--- config.mk ---
export PLATFORM = sky130hd
export DESIGN_NAME = dpc_pair
export DESIGN_NICKNAME = d
export VERILOG_FILES = /design/src/hw/dpc_pkg.sv /design/src/hw/dpc_pair.sv
export SDC_FILE = /design/constraint.sdc
export NUM_CORES = 1
export LEC_CHECK = 0
export BUFFER_PORTS_ARGS = -buffer_cell sky130_fd_sc_hd__buf_2
export CORE_MARGIN = 2
export CORE_UTILIZATION = 25
export CTS_BUF_LIST = sky130_fd_sc_hd__clkbuf_4 sky130_fd_sc_hd__clkbuf_8
export DETAILED_ROUTE_END_ITERATION = 7
export GPL_TIMING_DRIVEN = 1
export PLACE_DENSITY = 0.45
export SLEW_MARGIN = 0
export SYNTH_ARGS = -nofsm -noshare
export SYNTH_HDL_FRONTEND = slang
export SYNTH_SLANG_ARGS = --single-unit
export TNS_END_PERCENT = 50
--- constraint.sdc ---
create_clock -name clk -period 2.85 [get_ports clk]
set_clock_uncertainty 0.1 [all_clocks]
set_input_delay 0.285 -clock clk [delete_from_list [all_inputs] [get_ports clk]]
set_output_delay 0.285 -clock clk [all_outputs]
set_load 0.01 [all_outputs]
--- src/hw/dpc_pkg.sv ---
// Package with register map, field layout and carrier types of a DMA pair.
package dpc_pkg;

  // ------------------------------------------------------------------
  // Register indices per pair; byte address is four times the index
  // ------------------------------------------------------------------
  localparam logic [3:0][9:0] DPC_CTL_IDX  = {10'h188, 10'h170, 10'h158, 10'h140};
  localparam logic [3:0][9:0] DPC_TRCL_IDX = {10'h18a, 10'h172, 10'h15a, 10'h142};
  localparam logic [3:0][9:0] DPC_TRAH_IDX = {10'h18c, 10'h174, 10'h15c, 10'h144};
  localparam logic [3:0][9:0] DPC_STAT_IDX = {10'h192, 10'h17a, 10'h162, 10'h14a};
  localparam logic [3:0][9:0] DPC_CBD_IDX  = {10'h194, 10'h17c, 10'h164, 10'h14c};

  // ------------------------------------------------------------------
  // Field positions and reset values
  // ------------------------------------------------------------------
  localparam int          DPC_EVT_LSB    = 8;
  localparam int          DPC_TRB_LSB    = 4;
  localparam int          DPC_CTBD_LSB   = 0;
  localparam int          DPC_CRBD_LSB   = 8;
  localparam logic [15:0] DPC_CTL_RST    = 16'h0000;
  localparam logic [15:0] DPC_TRCL_RST   = 16'h0000;
  localparam logic [3:0]  DPC_TRAH_RST   = 4'h0;
  localparam logic [1:0]  DPC_PRIO_RSVD  = 2'h3;
  localparam int          DPC_FIRST_SEL  = 2;
  localparam int          DPC_DESC_BYTES = 8;

  // Sticky event flags, same order as their enables in the control word.
  typedef struct packed {
    logic tx_packet_end;
    logic tx_no_buffer;
    logic tx_buffer_end;
    logic rx_packet_end;
    logic rx_no_buffer;
    logic rx_buffer_end;
  } dpc_evt_t;

  typedef struct packed {
    logic [1:0] rsvd_hi;
    dpc_evt_t   irq_en;
    logic       tx_keep_ownership;
    logic       rx_keep_ownership;
    logic [1:0] priority_code;
    logic       forced_poll;
    logic       request_source_select;
    logic       tx_channel_run;
    logic       rx_channel_run;
  } dpc_ctl_t;

  // Buffer events reported by the pair's data mover.
  typedef struct packed {
    logic tx_buf_done;
    logic tx_buf_last;
    logic tx_desc_buffer_end_enable;
    logic tx_no_buf;
    logic rx_buf_done;
    logic rx_buf_last;
    logic rx_desc_buffer_end_enable;
    logic rx_no_buf;
  } dpc_core_ev_t;

  typedef enum logic [2:0] {
    DPC_TX_IDLE = 3'b001,
    DPC_TX_MOVE = 3'b010,
    DPC_TX_WAIT = 3'b100
  } dpc_tx_st_t;

endpackage

--- src/hw/dpc_pair.sv ---
// Control and transmit-ring setup of one descriptor DMA channel pair.
//
// Notes on behaviour
// - Transmit end-of-packet interrupt only when its enable bit 13 is set.
// - Transmit packet-end events wait for the peripheral's sent indication.
// - Bit 12 enables interrupt on missing buffer during transmission.
// - Bit 11 plus descriptor buffer-end flag give transmit buffer-end interrupt.
// - Bit 10 enables interrupt after the final received packet byte.
// - Bit 9 enables interrupt on missing buffer before or during reception.
// - Bit 8 plus descriptor buffer-end flag give receive buffer-end interrupt.
// - Finished transmit buffer loses ownership unless bit 7 is set.
// - Finished receive buffer loses ownership unless bit 6 is set.
// - Two-bit priority: 00 low, 01 medium, 10 high, 11 reserved.
// - Writing 1 to bit 3 forces one ownership poll; reads 0. Here the poll only happens while a channel runs.
// - On pairs 2 and 3, bit 2 selects HDLC (0) or USB (1).
// - Bit 1 starts or stops transmit; restarting a running channel is ignored.
// - Bit 0 starts or stops receive; restarting a running channel is ignored.
// - Clearing a run bit is ignored while that channel has a pending request.
// - An event interrupts only when its control enable bit is set.
// - Ring word bits 15..4 give base address bits 15..4; low bits zero.
// - Three-bit ring code gives two to the code descriptors, 1 to 128.
// - Pairs 0, 1 serve HDLC A, B; pairs 2, 3 HDLC B, C or USB.
// - Event flags are sticky until software clears them.
// - Ring base bits 19..16 sit in a separate high word.
//
// Chosen here: the Wishbone interface to the registers.
`timescale 1ns/1ps

module dpc_pair
  import dpc_pkg::*;
#(
  parameter int PAIR       = 0,              // Pair number 0 to 3.
  parameter int DESC_BYTES = DPC_DESC_BYTES  // Descriptor size in bytes.
)
(
  input  wire logic         clk,             // System clock.
  input  wire logic         reset,           // Synchronous reset, high.
  input  wire logic         wb_cyc_i,        // Wishbone cycle.
  input  wire logic         wb_stb_i,        // Wishbone strobe.
  input  wire logic         wb_we_i,         // Wishbone write.
  input  wire logic [11:0]  wb_adr_i,        // Wishbone byte address.
  input  wire logic [3:0]   wb_sel_i,        // Wishbone byte lanes.
  input  wire logic [31:0]  wb_dat_i,        // Wishbone write data.
  output logic      [31:0]  wb_dat_o,        // Wishbone read data.
  output logic              wb_ack_o,        // Wishbone acknowledge.
  input  wire logic         periph_tx_req,   // Peripheral transmit request.
  input  wire logic         periph_rx_req,   // Peripheral receive request.
  input  wire logic         periph_tx_sent,  // Packet left the peripheral.
  input  wire dpc_core_ev_t core_ev,         // Data mover buffer events.
  output logic              tx_run,          // Transmit channel running.
  output logic              rx_run,          // Receive channel running.
  output logic              own_poll,        // Poll ownership, pulse.
  output logic              tx_own_clear,    // Clear tx ownership, pulse.
  output logic              rx_own_clear,    // Clear rx ownership, pulse.
  output logic      [19:0]  tx_desc_addr,    // Current tx descriptor address.
  output logic      [1:0]   pair_priority,   // Arbitration rank.
  output logic              serve_usb,       // Requests come from USB.
  output logic              irq_req          // Enabled event pending.
);

  // ------------------------------------------------------------------
  // Address decode
  // ------------------------------------------------------------------
  localparam logic [9:0]  IDX_CTL  = DPC_CTL_IDX[PAIR];
  localparam logic [9:0]  IDX_TRCL = DPC_TRCL_IDX[PAIR];
  localparam logic [9:0]  IDX_TRAH = DPC_TRAH_IDX[PAIR];
  localparam logic [9:0]  IDX_STAT = DPC_STAT_IDX[PAIR];
  localparam logic [9:0]  IDX_CBD  = DPC_CBD_IDX[PAIR];
  localparam logic        HAS_SEL  = (PAIR >= DPC_FIRST_SEL);
  localparam logic [19:0] DESC_SZ  = 20'(DESC_BYTES);

  // Merges the enabled byte lanes of a write into the old 16-bit value.
  function automatic logic [15:0] lane_merge(input logic [15:0] old_v,
                                             input logic [31:0] wdat,
                                             input logic [3:0]  sel);
    logic [15:0] res;
    res = old_v;
    if (sel[0])
    begin
      res[7:0] = wdat[7:0];
    end
    if (sel[1])
    begin
      res[15:8] = wdat[15:8];
    end
    return res;
  endfunction

  logic [9:0]   word_idx;
  logic         req;
  logic         wr;
  logic         wr_ctl;
  logic         wr_trcl;
  logic         wr_trah;
  logic         wr_stat;
  logic         wr_cbd;
  dpc_ctl_t     ctl_q;
  dpc_ctl_t     ctl_w;
  dpc_evt_t     flags_q;
  dpc_evt_t     flag_set;
  dpc_evt_t     flag_keep;
  logic [15:0]  trcl_q;
  logic [3:0]   trah_q;
  logic [6:0]   tx_idx_q;
  logic [6:0]   rx_idx_q;
  logic [6:0]   tx_last_idx;
  dpc_tx_st_t   tx_st_q;
  logic         ttc_wait_q;
  logic [15:0]  rd_val;
  logic         ack_q;
  logic [31:0]  dat_q;

  assign word_idx = wb_adr_i[11:2];
  assign req      = wb_cyc_i & wb_stb_i & ~ack_q;
  assign wr       = req & wb_we_i;
  assign wr_ctl   = wr & (word_idx == IDX_CTL);
  assign wr_trcl  = wr & (word_idx == IDX_TRCL);
  assign wr_trah  = wr & (word_idx == IDX_TRAH);
  assign wr_stat  = wr & (word_idx == IDX_STAT);
  assign wr_cbd   = wr & (word_idx == IDX_CBD);
  assign ctl_w    = dpc_ctl_t'(lane_merge(16'(ctl_q), wb_dat_i, wb_sel_i));

  // ------------------------------------------------------------------
  // Control word
  // ------------------------------------------------------------------
  always_ff @(posedge clk)
  begin
    if (reset)
    begin
      ctl_q <= dpc_ctl_t'(DPC_CTL_RST);
    end
    else if (wr_ctl)
    begin
      ctl_q.irq_en            <= ctl_w.irq_en;
      ctl_q.tx_keep_ownership <= ctl_w.tx_keep_ownership;
      ctl_q.rx_keep_ownership <= ctl_w.rx_keep_ownership;
      // The reserved code is refused so the arbiter never sees it.
      if (ctl_w.priority_code != DPC_PRIO_RSVD)
      begin
        ctl_q.priority_code <= ctl_w.priority_code;
      end
      // Pairs 0 and 1 have no source choice; the bit reads as zero.
      ctl_q.request_source_select <= HAS_SEL &
                                     ctl_w.request_source_select;
      // A stop is ignored while the peripheral still has a request up.
      if (ctl_w.tx_channel_run | ~periph_tx_req)
      begin
        ctl_q.tx_channel_run <= ctl_w.tx_channel_run;
      end
      if (ctl_w.rx_channel_run | ~periph_rx_req)
      begin
        ctl_q.rx_channel_run <= ctl_w.rx_channel_run;
      end
    end
  end

  // Forced poll: a start from stopped also polls once, so a fresh ring
  // is noticed without a separate write.
  always_ff @(posedge clk)
  begin
    if (reset)
    begin
      own_poll <= 1'b0;
    end
    else
    begin
      own_poll <= wr_ctl & ((ctl_w.forced_poll &
                             (ctl_q.tx_channel_run | ctl_q.rx_channel_run)) |
                            (ctl_w.tx_channel_run & ~ctl_q.tx_channel_run) |
                            (ctl_w.rx_channel_run &
                             ~ctl_q.rx_channel_run));
    end
  end

  // ------------------------------------------------------------------
  // Transmit ring setup
  // ------------------------------------------------------------------
  always_ff @(posedge clk)
  begin
    if (reset)
    begin
      trcl_q <= DPC_TRCL_RST;
      trah_q <= DPC_TRAH_RST;
    end
    else
    begin
      if (wr_trcl)
      begin
        trcl_q <= lane_merge(trcl_q, wb_dat_i, wb_sel_i) &
                  16'hfff7;
      end
      if (wr_trah)
      begin
        trah_q <= wb_sel_i[0] ? wb_dat_i[3:0] :
                  trah_q;
      end
    end
  end

  // Last valid entry is two to the code, minus one.
  assign tx_last_idx = 7'((8'h01 << trcl_q[2:0]) - 8'h01);

  // ------------------------------------------------------------------
  // Descriptor indices
  // ------------------------------------------------------------------
  // Receive ring size lives outside this block, so its index wraps at
  // the field width; software reloads it through the register while receive is stopped.
  always_ff @(posedge clk)
  begin
    if (reset)
    begin
      tx_idx_q <= 7'h00;
      rx_idx_q <= 7'h00;
    end
    else
    begin
      if (wr_cbd & ~ctl_q.tx_channel_run & wb_sel_i[0])
      begin
        tx_idx_q <= wb_dat_i[DPC_CTBD_LSB +: 7];
      end
      else if (core_ev.tx_buf_done & ctl_q.tx_channel_run)
      begin
        tx_idx_q <= (tx_idx_q >= tx_last_idx) ? 7'h00 :
                    tx_idx_q + 7'h01;
      end
      if (wr_cbd & ~ctl_q.rx_channel_run & wb_sel_i[1])
      begin
        rx_idx_q <= wb_dat_i[DPC_CRBD_LSB +: 7];
      end
      else if (core_ev.rx_buf_done & ctl_q.rx_channel_run)
      begin
        rx_idx_q <= rx_idx_q + 7'h01;
      end
    end
  end

  // ------------------------------------------------------------------
  // Transmit packet sequencing
  // ------------------------------------------------------------------
  // A packet's last buffer parks here until the peripheral reports the
  // frame as sent, so completion events never run ahead of the wire.
  always_ff @(posedge clk)
  begin
    if (reset)
    begin
      tx_st_q    <= DPC_TX_IDLE;
      ttc_wait_q <= 1'b0;
    end
    else
    begin
      case (tx_st_q)
        DPC_TX_IDLE:
        begin
          if (ctl_q.tx_channel_run)
          begin
            tx_st_q <= DPC_TX_MOVE;
          end
        end
        DPC_TX_MOVE:
        begin
          if (core_ev.tx_buf_done & core_ev.tx_buf_last)
          begin
            tx_st_q    <= DPC_TX_WAIT;
            ttc_wait_q <= core_ev.tx_desc_buffer_end_enable;
          end
          else if (~ctl_q.tx_channel_run)
          begin
            tx_st_q <= DPC_TX_IDLE;
          end
        end
        DPC_TX_WAIT:
        begin
          if (periph_tx_sent)
          begin
            tx_st_q    <= ctl_q.tx_channel_run ? DPC_TX_MOVE :
                                                 DPC_TX_IDLE;
            ttc_wait_q <= 1'b0;
          end
        end
        default:
        begin
          tx_st_q    <= DPC_TX_IDLE;
          ttc_wait_q <= 1'b0;
        end
      endcase
    end
  end

  // ------------------------------------------------------------------
  // Event flags
  // ------------------------------------------------------------------
  always_comb
  begin
    flag_set               = '0;
    flag_set.tx_packet_end = (tx_st_q == DPC_TX_WAIT) &
                             periph_tx_sent;
    flag_set.tx_buffer_end = (((tx_st_q == DPC_TX_MOVE) &
                               core_ev.tx_buf_done &
                               ~core_ev.tx_buf_last &
                               core_ev.tx_desc_buffer_end_enable) |
                              ((tx_st_q == DPC_TX_WAIT) &
                               periph_tx_sent & ttc_wait_q));
    flag_set.tx_no_buffer  = core_ev.tx_no_buf &
                             (tx_st_q != DPC_TX_IDLE);
    flag_set.rx_packet_end = core_ev.rx_buf_done &
                             core_ev.rx_buf_last;
    flag_set.rx_no_buffer  = core_ev.rx_no_buf &
                             ctl_q.rx_channel_run;
    flag_set.rx_buffer_end = core_ev.rx_buf_done &
                             core_ev.rx_desc_buffer_end_enable;
  end

  // Writing 0 clears a flag and 1 leaves it; a new event wins.
  always_comb
  begin
    flag_keep = flags_q;
    if (wr_stat & wb_sel_i[1])
    begin
      flag_keep = flags_q & dpc_evt_t'(wb_dat_i[DPC_EVT_LSB +: 6]);
    end
  end

  always_ff @(posedge clk)
  begin
    if (reset)
    begin
      flags_q <= '0;
    end
    else
    begin
      flags_q <= flag_keep | flag_set;
    end
  end

  // ------------------------------------------------------------------
  // Datapath outputs
  // ------------------------------------------------------------------
  always_ff @(posedge clk)
  begin
    if (reset)
    begin
      tx_own_clear  <= 1'b0;
      rx_own_clear  <= 1'b0;
      tx_desc_addr  <= 20'h00000;
      irq_req       <= 1'b0;
      tx_run        <= 1'b0;
      rx_run        <= 1'b0;
      pair_priority <= 2'h0;
      serve_usb     <= 1'b0;
    end
    else
    begin
      tx_own_clear  <= core_ev.tx_buf_done &
                       ~ctl_q.tx_keep_ownership;
      rx_own_clear  <= core_ev.rx_buf_done &
                       ~ctl_q.rx_keep_ownership;
      tx_desc_addr  <= {trah_q, trcl_q[15:DPC_TRB_LSB], 4'h0} +
                       20'(tx_idx_q) * DESC_SZ;
      irq_req       <= |(flags_q & ctl_q.irq_en);
      tx_run        <= ctl_q.tx_channel_run;
      rx_run        <= ctl_q.rx_channel_run;
      pair_priority <= ctl_q.priority_code;
      serve_usb     <= HAS_SEL & ctl_q.request_source_select;
    end
  end

  // ------------------------------------------------------------------
  // Wishbone read and acknowledge
  // ------------------------------------------------------------------
  always_comb
  begin
    rd_val = 16'h0000;
    case (word_idx)
      IDX_CTL:  rd_val = 16'(ctl_q) & 16'hfff7;
      IDX_TRCL: rd_val = trcl_q;
      IDX_TRAH: rd_val = {12'h000, trah_q};
      IDX_STAT: rd_val = {2'h0, flags_q, 8'h00};
      IDX_CBD:  rd_val = {1'b0, rx_idx_q, 1'b0, tx_idx_q};
      default:  rd_val = 16'h0000;
    endcase
  end

  // Every access, mapped or not, is answered one cycle later.
  always_ff @(posedge clk)
  begin
    if (reset)
    begin
      ack_q <= 1'b0;
      dat_q <= 32'h00000000;
    end
    else
    begin
      ack_q <= req;
      if (req & ~wb_we_i)
      begin
        dat_q <= {16'h0000, rd_val};
      end
    end
  end

  assign wb_ack_o = ack_q;
  assign wb_dat_o = dat_q;

endmodule

==> impl_metrics.env <==
export IMPL_coreArea_um2=19300
export IMPL_worst_pin_slew_ns=0.781
export IMPL_layout_common_cells="97 x dfxtp_1, 85 x buf_2, 65 x nor2_1, 41 x nand2_1, 35 x mux2i_1"
export IMPL_num_rows=51
export IMPL_numCtsBuffers=9
export IMPL_synth_top_flop_cell="dfxtp_1"
export IMPL_synthArstFlopShare=0
export IMPL_r2r_cells=7
export IMPL_endpoint_kind="flop"
export IMPL_final_min_clock_period_ns=2.42
export IMPL_avgSynthCellArea_um2=8.89
export IMPL_dieArea_um2=20600
export IMPL_cts_tree="built"
export IMPL_cts_root_buf="clkbuf_8"
export IMPL_wl_per_cell_um=16.9
export IMPL_critPathRequiredTime_ns=3.04
export IMPL_critPathKind="reg -> reg"
export IMPL_gr_total_overflow=0
export IMPL_grt_pass1_wl_um=23500
export IMPL_die_h_um=144
export IMPL_maxCapViolations=0
export IMPL_cts_setup_buffers=0
export IMPL_synth_seq_cells=97
export IMPL_synth_cell_types=63
export IMPL_htreeDepth=3
export IMPL_slew_limit_headroom=0.472
export IMPL_drt_iter0_drc=335
export IMPL_antenna_cells=0
export IMPL_insertion_delay_ns=0.39
export IMPL_final_common_cell="dfxtp_1"
export IMPL_cts_resized=0
export IMPL_finalSetupTns_ns=0
export IMPL_critPathLaunchType="flop"
export IMPL_drt_first_pass_iters=5
export IMPL_synth_warnings=0
export IMPL_initial_core_util=0.252
export IMPL_fmax_ghz=0.413
export IMPL_critPathMaxFanout=9
export IMPL_status="finished, final reports clean"
export IMPL_syn_area_um2=4880
export IMPL_ctsHoldBuffers=0
export IMPL_clk_pin_slew_ns=0.11
export IMPL_die_w_um=144
export IMPL_place_hpwl_um=11700
export IMPL_drive_gt1_frac=0.203
export IMPL_ant_nets=0
export IMPL_viasPerCell=4.80
export IMPL_synthCells=549
export IMPL_synth_edf_count=0
export IMPL_io_buffers=85
export IMPL_whs_path_depth=3
export IMPL_gp_congestion=0.879
export IMPL_cellLeakagePower_uw=0.00240
export IMPL_area_growth_pct=17.4
export IMPL_setup_violations_final=0
export IMPL_grt_pass1_vias=4119
export IMPL_p_per_area_nw_per_um2=418
export IMPL_drcViolationCount=0
export IMPL_antenna_found_initial=0
export IMPL_rsz0062_at_grt="false"
export IMPL_cts_sinks=97
export IMPL_ir_drop_mv=0.162
export IMPL_grt_max_degree=54
export IMPL_synth_yosys_seq_area_share=0.398
export IMPL_drt_total_wl_um=15200
export IMPL_cts_max_path_buffers=2
export IMPL_drv_slew=0
export IMPL_cp_arrival_ns=2.62
export IMPL_grtUsageTotal=0.151
export IMPL_io_pins=126
export IMPL_final_nets=710
export IMPL_period_share=0.850
export IMPL_hp_class="in -> reg"
export IMPL_hold_violations=0
export IMPL_num_vias=4317
export IMPL_post_route_util=0.296
==> sequential cells by signal, indices dropped and copies added (netlist names), 2 cells and up <==
name	count
tx_idx_q	7
rx_idx_q	7
trcl_q	15
flags_q	6
ctl_q	12
trah_q	4
pair_priority	2
wb_dat_o	16
tx_desc_addr	17
tx_st_q	3
==> where the power goes <==
part	internal, uW	total (uW)	switching, uW
Combinational	45.5	152	107
Clock	376	881	506
Sequential	1360	1360	2.94
==> cell usage after synthesis (7+ instances only) <==
cell type | count | share of area
dfxtp_1 | 97 | 0.40
nor2_1 | 65 | 0.050
nand2_1 | 41 | 0.032
mux2i_1 | 35 | 0.072
o21ai_0 | 32 | 0.033
a21oi_1 | 26 | 0.027
buf_4 | 20 | 0.031
clkbuf_1 | 20 | 0.015
ha_1 | 15 | 0.038
nand3_1 | 13 | 0.013
a22oi_1 | 10 | 0.015
nor2b_1 | 10 | 0.013
a22o_1 | 9 | 0.016
inv_1 | 9 | 0.0069
nor3_1 | 9 | 0.0092
xnor2_1 | 9 | 0.016
a31oi_1 | 7 | 0.0090
nand4_1 | 7 | 0.0090
==> cell type report <==
type	instances	area (um2)
tap	265	332
fill	2107	13600
clock buffer	12	159
clock inverter	3	25.0
inverter	9	33.8
timing repair buffer	97	515
multi-input combinational	416	2720
sequential	97	1940
==> logic make-up after synthesis <==
| group | after synthesis | share of synthesized area |
|---|---|---|
| AND/OR/NAND/NOR | 193 | 0.204 |
| AO/OA/AOI/OAI | 138 | 0.198 |
| flip-flops | 97 | 0.398 |
| buffers and inverters | 55 | 0.0585 |
| multiplexers | 37 | 0.0764 |
| adder cells (fa/ha/maj) | 16 | 0.0426 |
| XOR/XNOR | 12 | 0.0215 |
| other | 1 | 0.000769 |
==> stage by stage <==
step | hold slack [ns] | worst slack (ns) | instances | cell area, um2 | power, uW
2_1_floorplan | 0.272 | 0.719 | 568 | 4950 | 1490
4_1_cts | 0.0227 | 0.445 | 899 | 5730 | 2430
3_3_place_gp | 0.339 | 0.509 | 884 | 5550 | 1540
3_5_place_dp | 0.337 | 0.470 | 884 | 5550 | 1550
5_1_grt | 0.0321 | 0.254 | 899 | 5730 | 2490
6_report | 0.0357 | 0.427 | 899 | 5730 | 2390
==> metal layers <==
layer	global-route usage	vias up	part of all wire
met2	0.246	116	0.47
met4	0.0676	0	0.026
li1	-	2123	-
met3	0.0313	25	0.055
met5	0	-	0
met1	0.191	2053	0.45
==> final timing paths <==
| check | start | endpoint | slack, ns |
|---|---|---|---|
| max | trcl_q[2] | tx_idx_q[4] | 0.43 |
| min | core_ev[2] | flags_q[2] | 0.04 |
| min reg2reg | wb_dat_o[2] | wb_dat_o[2] | 0.35 |
| max reg2reg | trcl_q[2] | tx_idx_q[4] | 0.43 |
==> critical path, stage by stage, from the launching register on <==
cell and delay, ns:
dfxtp_1 0.52, o21ai_0 0.15, ha_1 0.31, and4_1 0.19, o21ai_0 0.11, o211ai_1 0.50, o21bai_1 0.15, a221o_1 0.30
No activity file was read; power rests on OpenSTA's default activity.
